--- src/hw/klp_pkg.sv ---
// Purpose: Shared constants of the key and LED panel I/O block.
// Assumes: APB slave with 32-bit data, one aligned word per register.
// Notes:   Offsets are byte addresses; colour and brightness codes are small enums.

package klp_pkg;

   // ------------------------------------------------------------
   // Register offsets
   // ------------------------------------------------------------
   localparam logic [7:0] KLP_OFF_KEYS    = 8'h00;  // Key states, keys 0..31.
   localparam logic [7:0] KLP_OFF_COL0    = 8'h04;  // Colours of LEDs 0..7.
   localparam logic [7:0] KLP_OFF_COL1    = 8'h08;  // Colours of LEDs 8..15.
   localparam logic [7:0] KLP_OFF_COL2    = 8'h0c;  // Colours of LEDs 16..23.
   localparam logic [7:0] KLP_OFF_COL3    = 8'h10;  // Colours of LEDs 24..31.
   localparam logic [7:0] KLP_OFF_LAMPCFG = 8'h14;  // Lamp test duration and brightness.
   localparam logic [7:0] KLP_OFF_CTRL    = 8'h18;  // Lamp test start and status.
   localparam logic [7:0] KLP_OFF_DIN     = 8'h1c;  // Discrete inputs.
   localparam logic [7:0] KLP_OFF_IODIR   = 8'h20;  // Terminal direction, 1 = output.
   localparam logic [7:0] KLP_OFF_IOOUT   = 8'h24;  // Terminal output values.
   localparam logic [7:0] KLP_OFF_IOIN    = 8'h28;  // Terminal input levels.

   // ------------------------------------------------------------
   // Field positions and reset values
   // ------------------------------------------------------------
   localparam int         KLP_DUR_LSB     = 0;      // Duration field, 6 bits, seconds.
   localparam int         KLP_BRT_LSB     = 8;      // Brightness field, 3 bits.
   localparam int         KLP_COL_STRIDE  = 4;      // One nibble per LED colour.
   localparam logic [5:0] KLP_DUR_MAX     = 6'h3c;
   localparam logic [5:0] KLP_DUR_RST     = 6'h05;
   localparam logic [2:0] KLP_BRT_MAX     = 3'h4;
   localparam logic [15:0] KLP_IODIR_RST  = 16'h0000;
   localparam int         KLP_CTRL_START  = 0;      // Write 1 starts a lamp test.
   localparam int         KLP_CTRL_BUSY   = 1;      // Reads 1 while a lamp test runs.

   // ------------------------------------------------------------
   // Timing
   // ------------------------------------------------------------
   localparam int         KLP_CLK_HZ      = 100_000_000;
   localparam int         KLP_SEC_CYC     = KLP_CLK_HZ;  // Cycles in one second.
   localparam int         KLP_PWM_PERIOD  = 16;

   // ------------------------------------------------------------
   // Codes
   // ------------------------------------------------------------
   typedef enum logic [2:0] {
      KLP_COL_OFF, KLP_COL_RED, KLP_COL_GREEN, KLP_COL_YELLOW, KLP_COL_BLUE, KLP_COL_WHITE
   } klp_colour_t;

   typedef enum logic [2:0] {
      KLP_BRT_VBRIGHT, KLP_BRT_BRIGHT, KLP_BRT_NORMAL, KLP_BRT_DARK, KLP_BRT_VDARK
   } klp_bright_t;

endpackage : klp_pkg

--- src/hw/klp_pwm.sv ---
// Purpose: Brightness modulator shared by all panel LEDs.
// Assumes: Level code is one of the five brightness codes.
// Notes:   The duty is in sixteenths; dimmer codes light the LEDs fewer cycles.

`timescale 1ns/1ns

module klp_pwm #(
   parameter int PERIOD = klp_pkg::KLP_PWM_PERIOD
) (
   input  wire logic       clk,
   input  wire logic       rst_n,
   input  wire logic [2:0] level,
   output logic            on
);

   if (PERIOD != 16) begin : g_chk
      $error("klp_pwm supports a period of 16 cycles only");
   end

   logic [3:0] phase_q;
   logic [4:0] duty;

   // ------------------------------------------------------------
   // Duty table
   // ------------------------------------------------------------
   // Very dark keeps a small duty so a lit LED is still seen.
   assign duty = (level == klp_pkg::KLP_BRT_VBRIGHT) ? 5'h10 :
                 (level == klp_pkg::KLP_BRT_BRIGHT)  ? 5'h0c :
                 (level == klp_pkg::KLP_BRT_NORMAL)  ? 5'h08 :
                 (level == klp_pkg::KLP_BRT_DARK)    ? 5'h04 : 5'h02;
   assign on   = ({1'b0, phase_q} < duty);

   // Free running phase counter.
   always_ff @(posedge clk or negedge rst_n) begin
      if (!rst_n) begin
         phase_q <= 4'h0;
      end else begin
         phase_q <= phase_q + 4'h1;
      end
   end
endmodule : klp_pwm

--- src/hw/klp_panel_io.sv ---
// Purpose: Key panel I/O: 32 keys with colour LEDs, lamp test, discrete inputs and
//          16 terminals that are inputs or outputs, all reached over APB.
// Assumes: Pins are synchronous to CLK; the controller's process image is the APB master.
// Notes:   A lamp test also runs once after reset; SEC_CYC sets the one-second tick.
// Operation
// - key bit set while key held.
// - keys 0-15 group one, 16-31 group two.
// - controller bits drive each key LED.
// - five LED colours chosen by controller.
// - lamp test 0..60 s, zero disables.
// - lamp test duration defaults to five seconds.
// - one lamp test setting for all lamps.
// - five brightness levels, default normal.
// - terminals individually input or output, default input.
// - discrete input states reported to controller.
//
// Chosen here: the placing of the registers and the APB interface to the registers.

`timescale 1ns/1ns

module klp_panel_io #(
   parameter int SEC_CYC = klp_pkg::KLP_SEC_CYC
) (
   input  wire logic        CLK,
   input  wire logic        RSTN,
   input  wire logic        PSEL,
   input  wire logic        PENABLE,
   input  wire logic        PWRITE,
   input  wire logic [7:0]  PADDR,
   input  wire logic [31:0] PWDATA,
   output logic [31:0]      PRDATA,
   output logic             PREADY,
   output logic             PSLVERR,
   input  wire logic [31:0] KEY,
   input  wire logic [15:0] DIN,
   input  wire logic [15:0] IO_I,
   output logic [15:0]      IO_O,
   output logic [15:0]      IO_OE,
   output logic [31:0]      LED_R,
   output logic [31:0]      LED_G,
   output logic [31:0]      LED_B
);

   if (SEC_CYC < 2) begin : g_chk
      $error("SEC_CYC must be at least 2");
   end

   // ------------------------------------------------------------
   // Colour decode
   // ------------------------------------------------------------
   // Returns {r,g,b}; unused codes give a dark LED rather than a random mix.
   function automatic logic [2:0] colour_rgb(input logic [2:0] code);
      logic [2:0] rgb;
      rgb = 3'h0;
      unique case (code)
         klp_pkg::KLP_COL_RED:    rgb = 3'h4;
         klp_pkg::KLP_COL_GREEN:  rgb = 3'h2;
         klp_pkg::KLP_COL_YELLOW: rgb = 3'h6;
         klp_pkg::KLP_COL_BLUE:   rgb = 3'h1;
         klp_pkg::KLP_COL_WHITE:  rgb = 3'h7;
         default:                 rgb = 3'h0;
      endcase
      return rgb;
   endfunction : colour_rgb

   logic [31:0] key_q;
   logic [15:0] din_q;
   logic [15:0] ioin_q;
   logic [31:0] col_q [4];
   logic [5:0]  dur_q;
   logic [2:0]  brt_q;
   logic [15:0] dir_q;
   logic [15:0] out_q;
   logic        lt_pend_q;
   logic        lt_busy_q;
   logic [5:0]  lt_left_q;
   logic [31:0] sec_cnt_q;
   logic        pwm_on;

   // ------------------------------------------------------------
   // APB decode
   // ------------------------------------------------------------
   wire         setup   = PSEL && !PENABLE;
   wire         wr_acc  = PSEL && PENABLE && PREADY && PWRITE;
   wire         hit_col = (PADDR >= klp_pkg::KLP_OFF_COL0) && (PADDR <= klp_pkg::KLP_OFF_COL3)
                          && (PADDR[1:0] == 2'b00);
   wire [1:0]   col_idx = 2'(((PADDR - klp_pkg::KLP_OFF_COL0) >> 2));
   wire         hit_ok  = hit_col || (PADDR == klp_pkg::KLP_OFF_KEYS)
                          || (PADDR == klp_pkg::KLP_OFF_LAMPCFG)
                          || (PADDR == klp_pkg::KLP_OFF_CTRL)
                          || (PADDR == klp_pkg::KLP_OFF_DIN)
                          || (PADDR == klp_pkg::KLP_OFF_IODIR)
                          || (PADDR == klp_pkg::KLP_OFF_IOOUT)
                          || (PADDR == klp_pkg::KLP_OFF_IOIN);
   wire [5:0]   wr_dur  = PWDATA[klp_pkg::KLP_DUR_LSB +: 6];
   wire [2:0]   wr_brt  = PWDATA[klp_pkg::KLP_BRT_LSB +: 3];
   wire         lt_go   = lt_pend_q
                          || (wr_acc && PADDR == klp_pkg::KLP_OFF_CTRL
                              && PWDATA[klp_pkg::KLP_CTRL_START]);
   wire         sec_end = (sec_cnt_q == 32'(SEC_CYC - 1));

   // Read mux; keys 0-15 sit in the low half, 16-31 in the high half.
   wire [31:0]  rd_data =
      (PADDR == klp_pkg::KLP_OFF_KEYS)    ? key_q :
      hit_col                             ? col_q[col_idx] :
      (PADDR == klp_pkg::KLP_OFF_LAMPCFG) ? {21'h0, brt_q, 2'b00, dur_q} :
      (PADDR == klp_pkg::KLP_OFF_CTRL)    ? {30'h0, lt_busy_q, 1'b0} :
      (PADDR == klp_pkg::KLP_OFF_DIN)     ? {16'h0, din_q} :
      (PADDR == klp_pkg::KLP_OFF_IODIR)   ? {16'h0, dir_q} :
      (PADDR == klp_pkg::KLP_OFF_IOOUT)   ? {16'h0, out_q} :
      (PADDR == klp_pkg::KLP_OFF_IOIN)    ? {16'h0, ioin_q & ~dir_q} : 32'h0;

   // Answer registered in the setup cycle, so every access has zero wait states.
   always_ff @(posedge CLK or negedge RSTN) begin
      if (!RSTN) begin
         PREADY  <= 1'b0;
         PSLVERR <= 1'b0;
         PRDATA  <= 32'h0;
      end else begin
         PREADY  <= setup;
         PSLVERR <= setup && !hit_ok;
         PRDATA  <= (setup && !PWRITE) ? rd_data : 32'h0;
      end
   end

   // ------------------------------------------------------------
   // Input sampling
   // ------------------------------------------------------------
   // Levels are sampled each cycle, so a bit sets one cycle after its key is pressed and clears one cycle after release.
   always_ff @(posedge CLK or negedge RSTN) begin
      if (!RSTN) begin
         key_q  <= 32'h0;
         din_q  <= 16'h0;
         ioin_q <= 16'h0;
      end else begin
         key_q  <= KEY;
         din_q  <= DIN;
         ioin_q <= IO_I;
      end
   end

   // ------------------------------------------------------------
   // Configuration registers
   // ------------------------------------------------------------
   // Durations above 60 s are clamped and illegal brightness codes are ignored.
   always_ff @(posedge CLK or negedge RSTN) begin
      if (!RSTN) begin
         dur_q <= klp_pkg::KLP_DUR_RST;
         brt_q <= klp_pkg::KLP_BRT_NORMAL;
         dir_q <= klp_pkg::KLP_IODIR_RST;
         out_q <= 16'h0;
      end else if (wr_acc) begin
         if (PADDR == klp_pkg::KLP_OFF_LAMPCFG) begin
            dur_q <= (wr_dur > klp_pkg::KLP_DUR_MAX) ? klp_pkg::KLP_DUR_MAX : wr_dur;
            if (wr_brt <= klp_pkg::KLP_BRT_MAX) begin
               brt_q <= wr_brt;
            end
         end
         if (PADDR == klp_pkg::KLP_OFF_IODIR) begin
            dir_q <= PWDATA[15:0];
         end
         if (PADDR == klp_pkg::KLP_OFF_IOOUT) begin
            out_q <= PWDATA[15:0];
         end
      end
   end

   // Colour registers, one nibble per LED.
   always_ff @(posedge CLK or negedge RSTN) begin
      if (!RSTN) begin
         col_q <= '{default: 32'h0};
      end else if (wr_acc && hit_col) begin
         col_q[col_idx] <= PWDATA & 32'h77777777;
      end
   end

   // ------------------------------------------------------------
   // Lamp test
   // ------------------------------------------------------------
   // Runs once after reset and on each start write; a duration of zero skips it.
   always_ff @(posedge CLK or negedge RSTN) begin
      if (!RSTN) begin
         lt_pend_q <= 1'b1;
         lt_busy_q <= 1'b0;
         lt_left_q <= 6'h0;
         sec_cnt_q <= 32'h0;
      end else begin
         lt_pend_q <= 1'b0;
         if (lt_go) begin
            lt_busy_q <= (dur_q != 6'h0);
            lt_left_q <= dur_q;
            sec_cnt_q <= 32'h0;
         end else if (lt_busy_q) begin
            sec_cnt_q <= sec_end ? 32'h0 : sec_cnt_q + 32'h1;
            if (sec_end) begin
               lt_left_q <= lt_left_q - 6'h1;
               lt_busy_q <= (lt_left_q != 6'h1);
            end
         end
      end
   end

   // ------------------------------------------------------------
   // LED and terminal outputs
   // ------------------------------------------------------------
   klp_pwm #(
      .PERIOD (klp_pkg::KLP_PWM_PERIOD)
   ) u_pwm (
      .clk   (CLK),
      .rst_n (RSTN),
      .level (brt_q),
      .on    (pwm_on)
   );

   // Lamp test lights every LED white at the chosen brightness.
   for (genvar i = 0; i < 32; i++) begin : g_led
      wire [2:0] rgb = lt_busy_q ? 3'b111
                       : colour_rgb(col_q[i / 8][(i % 8) * klp_pkg::KLP_COL_STRIDE +: 3]);
      always_ff @(posedge CLK or negedge RSTN) begin
         if (!RSTN) begin
            LED_R[i] <= 1'b0;
            LED_G[i] <= 1'b0;
            LED_B[i] <= 1'b0;
         end else begin
            LED_R[i] <= rgb[2] && pwm_on;
            LED_G[i] <= rgb[1] && pwm_on;
            LED_B[i] <= rgb[0] && pwm_on;
         end
      end
   end

   // Output terminals drive their bit; input terminals stay released.
   always_ff @(posedge CLK or negedge RSTN) begin
      if (!RSTN) begin
         IO_O  <= 16'h0;
         IO_OE <= 16'h0;
      end else begin
         IO_O  <= out_q & dir_q;
         IO_OE <= dir_q;
      end
   end
endmodule : klp_panel_io

--- config.mk ---
export PLATFORM = sky130hd
export DESIGN_NAME = klp_panel_io
export DESIGN_NICKNAME = d
export VERILOG_FILES = /design/src/hw/klp_pkg.sv /design/src/hw/klp_pwm.sv /design/src/hw/klp_panel_io.sv
export SDC_FILE = /design/constraint.sdc
export NUM_CORES = 1
export LEC_CHECK = 0
export BUFFER_PORTS_ARGS = -buffer_cell sky130_fd_sc_hd__buf_4
export CAP_MARGIN = 20
export CORE_ASPECT_RATIO = 1.2
export CORE_UTILIZATION = 55
export CTS_BUF_LIST = sky130_fd_sc_hd__clkbuf_8
export CTS_CLUSTER_SIZE = 8
export DETAILED_ROUTE_END_ITERATION = 12
export PLACE_DENSITY = 0.78
export REMOVE_ABC_BUFFERS = 1
export SYNTH_ARGS = -nofsm -noshare
export SYNTH_HDL_FRONTEND = slang
export SYNTH_HIERARCHICAL = 1
export SYNTH_SLANG_ARGS = --single-unit
--- constraint.sdc ---
create_clock -name CLK -period 3.7 [get_ports CLK]
set_input_delay 1.11 -clock CLK [delete_from_list [all_inputs] [get_ports CLK]]
set_output_delay 1.11 -clock CLK [all_outputs]
set_load 0.005 [all_outputs]
==> results of run 1 <==
[per-stage QoR]
step                instance area [um^2]    util  TNS [ps]  setup WS [ps]  hold WS [ps]
finish                             21270  0.6783         0          820.9         413.1
global route                       21270  0.6783         0          739.2         436.8
CTS                                21270  0.6782         0          861.9         416.8
detailed placement                 20190  0.6438         0          242.1         402.0
global placement                   20190  0.6438         0          255.6         395.7
floorplan                          17270       -     -5579         -348.8         381.5
[cell type report]
class / count / area (um^2) / share of cell area
Sequential cell: 407 / 10190 / 0.4791
Multi-Input combinational cell: 991 / 6790 / 0.3193
Timing Repair Buffer: 310 / 2397 / 0.1127
Clock buffer: 70 / 963.4 / 0.04530
Tap cell: 401 / 501.7 / 0.02359
Inverter: 82 / 307.8 / 0.01447
Clock inverter: 26 / 115.1 / 0.005412
Antenna cell: 1 / 2.502 / 0.0001177
[flip-flops by register name (all words and copies together) (netlist names), 3 cells and up]
name and flops:
sec_cnt_q 32, din_q 16, lt_left_q 6, u_pwm/phase_q 4, PRDATA 32, col_q 96, IO_OE 16, LED_G 32
key_q 32, LED_R 32, IO_O 16, dir_q 16, out_q 16, brt_q 3, ioin_q 16, dur_q 6
LED_B 32
[routing by layer]
layer  routed length, um  GRT usage  up-vias
met5                   0          0        -
met3                3420    0.05760      123
met2               22160     0.4657      526
li1                    -          -     6014
met1               17720     0.3582     6640
met4                1895     0.1233        0
[cells in the mapped netlist (16+ instances only)]
cell and instances:
clkbuf_1 66, a21oi_1 113, nand2b_1 33, nor3_1 27, o21ai_0 94, nand3b_1 16, mux4_2 24, nor2_1 146
dfrtp_1 403, and2_1 22, a31oi_1 35, mux2_2 116, nand3_1 18, ha_1 47, inv_1 80, nand2_1 131
[worst max-delay path, delay by kind of cell]
family	cells	cell delay (ps)
and+or+nand+nor	3	1390
AOI/OAI and AO/OA	2	460
buffers and inverters	2	270
adders and majority gates	1	170
[worst paths after layout]
kind	startpoint	end	slack, ps
min reg2reg	dir_q[11]$_DFFE_PN0P_	IO_OE[11]$_DFF_PN0_	410
max	PADDR[2]	sec_cnt_q[19]$_DFFE_PN0P_	820
max in group asynchronous	RSTN	brt_q[1]$_DFFE_PN1P_	2280
min	dir_q[11]$_DFFE_PN0P_	IO_OE[11]$_DFF_PN0_	410
min in group asynchronous	RSTN	IO_O[9]$_DFF_PN0_	530
max reg2reg	sec_cnt_q[29]$_DFFE_PN0P_	sec_cnt_q[12]$_DFFE_PN0P_	1080
[cells in the final DEF (no fill, tap or decap), drive strengths merged, types with 11 or more instances in the layout]
cell    Yosys  layout
mux2      116     116
a32oi      15      15
clkbuf     67      70
inv        80     106
and2       23      23
nand2     131     131
xnor2      11      11
o21ai      96      96
mux4       24      24
nand3b     16      16
buf         8     310
ha         47      47
and4       15      15
xor2       14      14
a21oi     113     113
nand2b     33      33
and3       15      15
nor2      146     146
nand3      18      18
a31oi      35      35
dfrtp     403     403
nor3       28      28
[report_power, final]
part,total [mW],switching [mW],internal [mW]
Sequential,4.80,0.111,4.69
Combinational,0.924,0.487,0.436
Clock,3.35,1.65,1.69
[cell families after synthesis]
logic type | count (synthesis) | synth area share
DFF | 407 | 0.5805
buffers and inverters | 157 | 0.03386
and+or+nand+nor | 466 | 0.1294
AOI/OAI and AO/OA | 307 | 0.1020
other | 1 | 0.0002136
muxes | 145 | 0.1081
xor gates and xnor gates | 25 | 0.01247
adders and majority gates | 47 | 0.03350
==> metrics.txt, run 1 <==
shortest period the worst path allows 2879 ps; Non-Filler Instances 2288; CP Max Fanout 7; Top FF cell, synth dfrtp_1; synthesized flop and latch total 407; Least-Margin Pin Slew 831.3 ps; cell mode on critical path or3_1; die height 197.7 um; via count 13303; Final Hold Violating Endpoints 0; GP Congestion 0.8818; Synth top area share 0.5745; Clock Sinks 407; syn avg cell area 11.29 um^2; Via density 5.814; clk_skew 40.41 ps; Starting Density 0.5597; half-perimeter wire length after placement 30.73 mm; max-slew violation count 0; CTS Buf Count 61; Async SR Flop Fraction 1.000; CTS Root Cell clkbuf_8; Crit path arrival time 3410 ps; fin nets 2009; final setup fails 0; run status completed; worst-path cell chain buf_4 > inv_1 > ha_1 > or4bb_1 > o31a_1 > or3_1 > or3_1 > a21oi_1; FF-to-FF path depth 7; startpoint types input pin; PortBufs 266; Detail Route Antenna Nets 0; WL/cell 19.76 um; post-synth top area cell dfrtp_1; DRC 0; Hold-fix buffers, CTS 0; Post-CTS Repair Setup Buffers 0; DR pass1 iterations 6; maximum VDD drop 340.3 uV; worst hold path class reg2reg; Static Leak 10.20 nW; Synth cell types 56; Seq/Total Area, Yosys 0.5805; # placed instances 2191; CTS tree done; vias in the first global route 13523; Cells after Synth 1555; Initial DRC Count 946; core area 31360 um^2; Clk Latency, worst-skew pair 630 ps; drt total wl 45.20 mm; Mapped Area 17550 um^2; first-pass GRT wire length 70.89 mm; Tot GR Track Use 0.2820; CTS Buffer Depth 3; I/O Pins 271; # resized after CTS 0; dominant cells by area after synthesis dfrtp_1 (57%), mux2_2 (7.4%), ha_1 (3.4%); Worst setup EP type register; Die Wd 165.1 um; Hold Path Stages 0; biggest cell delay along the critical path 540 ps; Worst-path clk slew 60 ps; Overflow after GRT 0; PwrDens 426.4 nW/um^2; RSZ-0062 raised after global routing false; initial antenna violation count 1; Max H-tree Level 2; largest net degree at the start of global routing 98; DIE AREA 32640 um^2; max_cap viols 0; Ys Warns 6; slowest stage cell on the critical path or4bb_1; data required time of the worst path 4230 ps; Area growth syn-to-layout 21.17%; layout cells sized above 1 0.2863; # rows 71; slew margin rel. 0.4458; Crit Path Class in2reg; final critical-path share of the clock period 0.7781; number of synthesized flops with an enable pin 0; total power 9.070 mW; Max Fclk 0.3473 GHz; fill count 2293
No activity file was read; power rests on OpenSTA's default activity.
==> inputs of run 2 (changes only) <==
- clock period: 3.7 -> 2.7 ns (I/O delays scaled with it)
==> run 2 against run 1 <==
  * Utilization up 2.0 points
  * Cell count up 2.7%
  * Design area up 3.0%
  * Routed wire length up 2.9%
  * Via count up 1.3%
  * Total power up 42%
  * Global-route usage up 0.97 points
  * First-iteration DRC count down 3.4%
  * Clock skew down 7.7 ps
  * Setup slack worse by 620 ps
  * Sequential share of layout area down 1.4 points
  * Sequential cell count unchanged
==> metrics.txt, run 2 (synthesis results as in run 1) <==
crit-path leading delay family simple AND/OR/NAND/NOR gates (unchanged); WP buf/inv 4 (was 2); DIE AREA 32640 um^2 (unchanged); final setup fails 0 (unchanged); R2R Setup Slk 260 ps (was 1080 ps); Worst setup EP type register (unchanged); max-slew violation count 0 (unchanged); PortBufs 266 (unchanged); ant diodes 0 (was 1); core area 31360 um^2 (unchanged); Least-Margin Pin Slew 758.9 ps (was 831.3 ps); Biggest register col_q (unchanged); Static Leak 10.56 nW (was 10.20 nW); Crit path arrival time 2990 ps (was 3410 ps); initial antenna violation count 0 (was 1); startpoint types input pin (unchanged); shortest period the worst path allows 2501 ps; drt total wl 46.50 mm (was 45.20 mm); Max H-tree Level 3 (was 2); worst r2r src sec_cnt_q[14]$_DFFE_PN0P_ (was sec_cnt_q[29]$_DFFE_PN0P_); slew margin rel. 0.4922 (was 0.4458); vias in the first global route 14053 (was 13523); DRC 0 (unchanged); commonest non-fill, non-tap cell in the layout dfrtp_1 (unchanged); CTS Buf Count 66 (was 61); half-perimeter wire length after placement 32.21 mm (was 30.73 mm); CP Max Fanout 11 (was 7); Starting Density 0.5597 (unchanged); cell mode on critical path buf_4 (was or3_1); worst hold path class in2async (was reg2reg); WHS 131.2 ps (was 413.1 ps); biggest cell delay along the critical path 510 ps (was 540 ps); CTS Root Cell clkbuf_8 (unchanged); PwrDens 588.1 nW/um^2 (was 426.4 nW/um^2); Area growth syn-to-layout 24.77% (was 21.17%); RSZ-0062 raised after global routing false (unchanged); layout cells sized above 1 0.3080 (was 0.2863); clk_skew 32.74 ps (was 40.41 ps); worst-path cell chain buf_4 > inv_1 > ha_1 > or4bb_1 > o31a_1 > buf_4 > nor3_1 > buf_4 > nand4_1 > xor2_1 > nor2_1 (was buf_4 > inv_1 > ha_1 > or4bb_1 > o31a_1 > or3_1 > or3_1 > a21oi_1); final critical-path share of the clock period 0.9263; commonest non-fill, non-tap cells in the layout dfrtp_1 (402), buf_4 (342), nor2_1 (146), nand2_1 (131), mux2_2 (116) (was dfrtp_1 (402), buf_4 (304), nor2_1 (146), nand2_1 (131), mux2_2 (116)); FF-to-FF path depth 6 (was 7); CTS tree done (unchanged); first-pass GRT wire length 72.89 mm (was 70.89 mm); fin nets 2063 (was 2009); largest net degree at the start of global routing 97 (was 98); WL/cell 19.79 um (was 19.76 um); maximum VDD drop 452.6 uV (was 340.3 uV); die height 197.7 um (unchanged); slowest stage cell on the critical path or4bb_1 (unchanged); Clk Latency, worst-skew pair 620 ps (was 630 ps); Worst-path clk slew 60 ps (about the same); Overflow after GRT 0 (unchanged); CTS Buffer Depth 3 (unchanged); Crit Path Class in2reg (unchanged); Final Util 0.6984 (was 0.6783); Setup TNS Final 0 ps (unchanged); Post-CTS Repair Setup Buffers 0 (unchanged); Max Fclk 0.3998 GHz; Detail Route Antenna Nets 0 (unchanged); Clock Sinks 407 (unchanged); Die Wd 165.1 um (unchanged); Via density 5.738 (was 5.814); I/O Pins 271 (unchanged); max FFs per register 96 (unchanged); DR pass1 iterations 7 (was 6); Hold-fix buffers, CTS 0 (unchanged); max_cap viols 0 (unchanged); Final Hold Violating Endpoints 0 (unchanged); Initial DRC Count 914 (was 946); via count 13479 (was 13303); # rows 71 (unchanged); Tot GR Track Use 0.2916 (was 0.2820); # resized after CTS 0 (unchanged); # placed instances 2240 (was 2191); run status completed (unchanged); GP Congestion 0.9270 (was 0.8818); data required time of the worst path 3190 ps (was 4230 ps); Non-Filler Instances 2349 (was 2288); Worst R2R End sec_cnt_q[31]$_DFFE_PN0P_ (was sec_cnt_q[12]$_DFFE_PN0P_)
[run 2: layer usage]
| metal | wire, um | up-vias | track usage |
|---|---|---|---|
| li1 | - | 6133 | - |
| met1 | 18070 | 6716 | 0.3533 |
| met4 | 1843 | 0 | 0.1369 |
| met5 | 0 | - | 0 |
| met2 | 23360 | 502 | 0.4914 |
| met3 | 3232 | 128 | 0.06598 |
[run 2: worst max path at each step]
stage,start,to,depth (start not counted)
detailed placement,PADDR[2],sec_cnt_q[22]$_DFFE_PN0P_,11
CTS,PADDR[2],sec_cnt_q[22]$_DFFE_PN0P_,11
global route,sec_cnt_q[14]$_DFFE_PN0P_,sec_cnt_q[31]$_DFFE_PN0P_,6
finish,PADDR[2],sec_cnt_q[22]$_DFFE_PN0P_,11
floorplan,lt_busy_q$_DFF_PN0_,sec_cnt_q[16]$_DFFE_PN0P_,5
global placement,PADDR[2],sec_cnt_q[19]$_DFFE_PN0P_,8
[run 2: cell type report]
class,count,area [um^2]
Clock buffer,75,1032
Clock inverter,34,175.2
Fill cell,2278,9458
Inverter,82,307.8
Multi-Input combinational cell,991,6790
Sequential cell,407,10190
Tap cell,401,501.7
Timing Repair Buffer,359,2903
[run 2: per-stage QoR]
step,power [mW],instance area (um^2),setup slack [ps]
after CTS,13.00,21900,221.2
after global placement,7.988,20690,-349.4
after global routing,13.38,21900,45.26
after detailed placement,8.008,20690,-401.1
after floorplan,7.024,17270,-1349
final,12.88,21900,198.9
[run 2: where the power goes]
group / internal [mW] / leakage, nW / switching (mW)
clock network: 2.55 / 0.709 / 2.43
registers: 6.42 / 5.25 / 0.144
logic: 0.644 / 4.60 / 0.696
[run 2: worst reg2reg max path, delay by kind of cell (launching register included)]
family	cells	cell delay, ps
AOI/OAI and AO/OA	1	150
and+or+nand+nor	5	1740
DFF	1	460
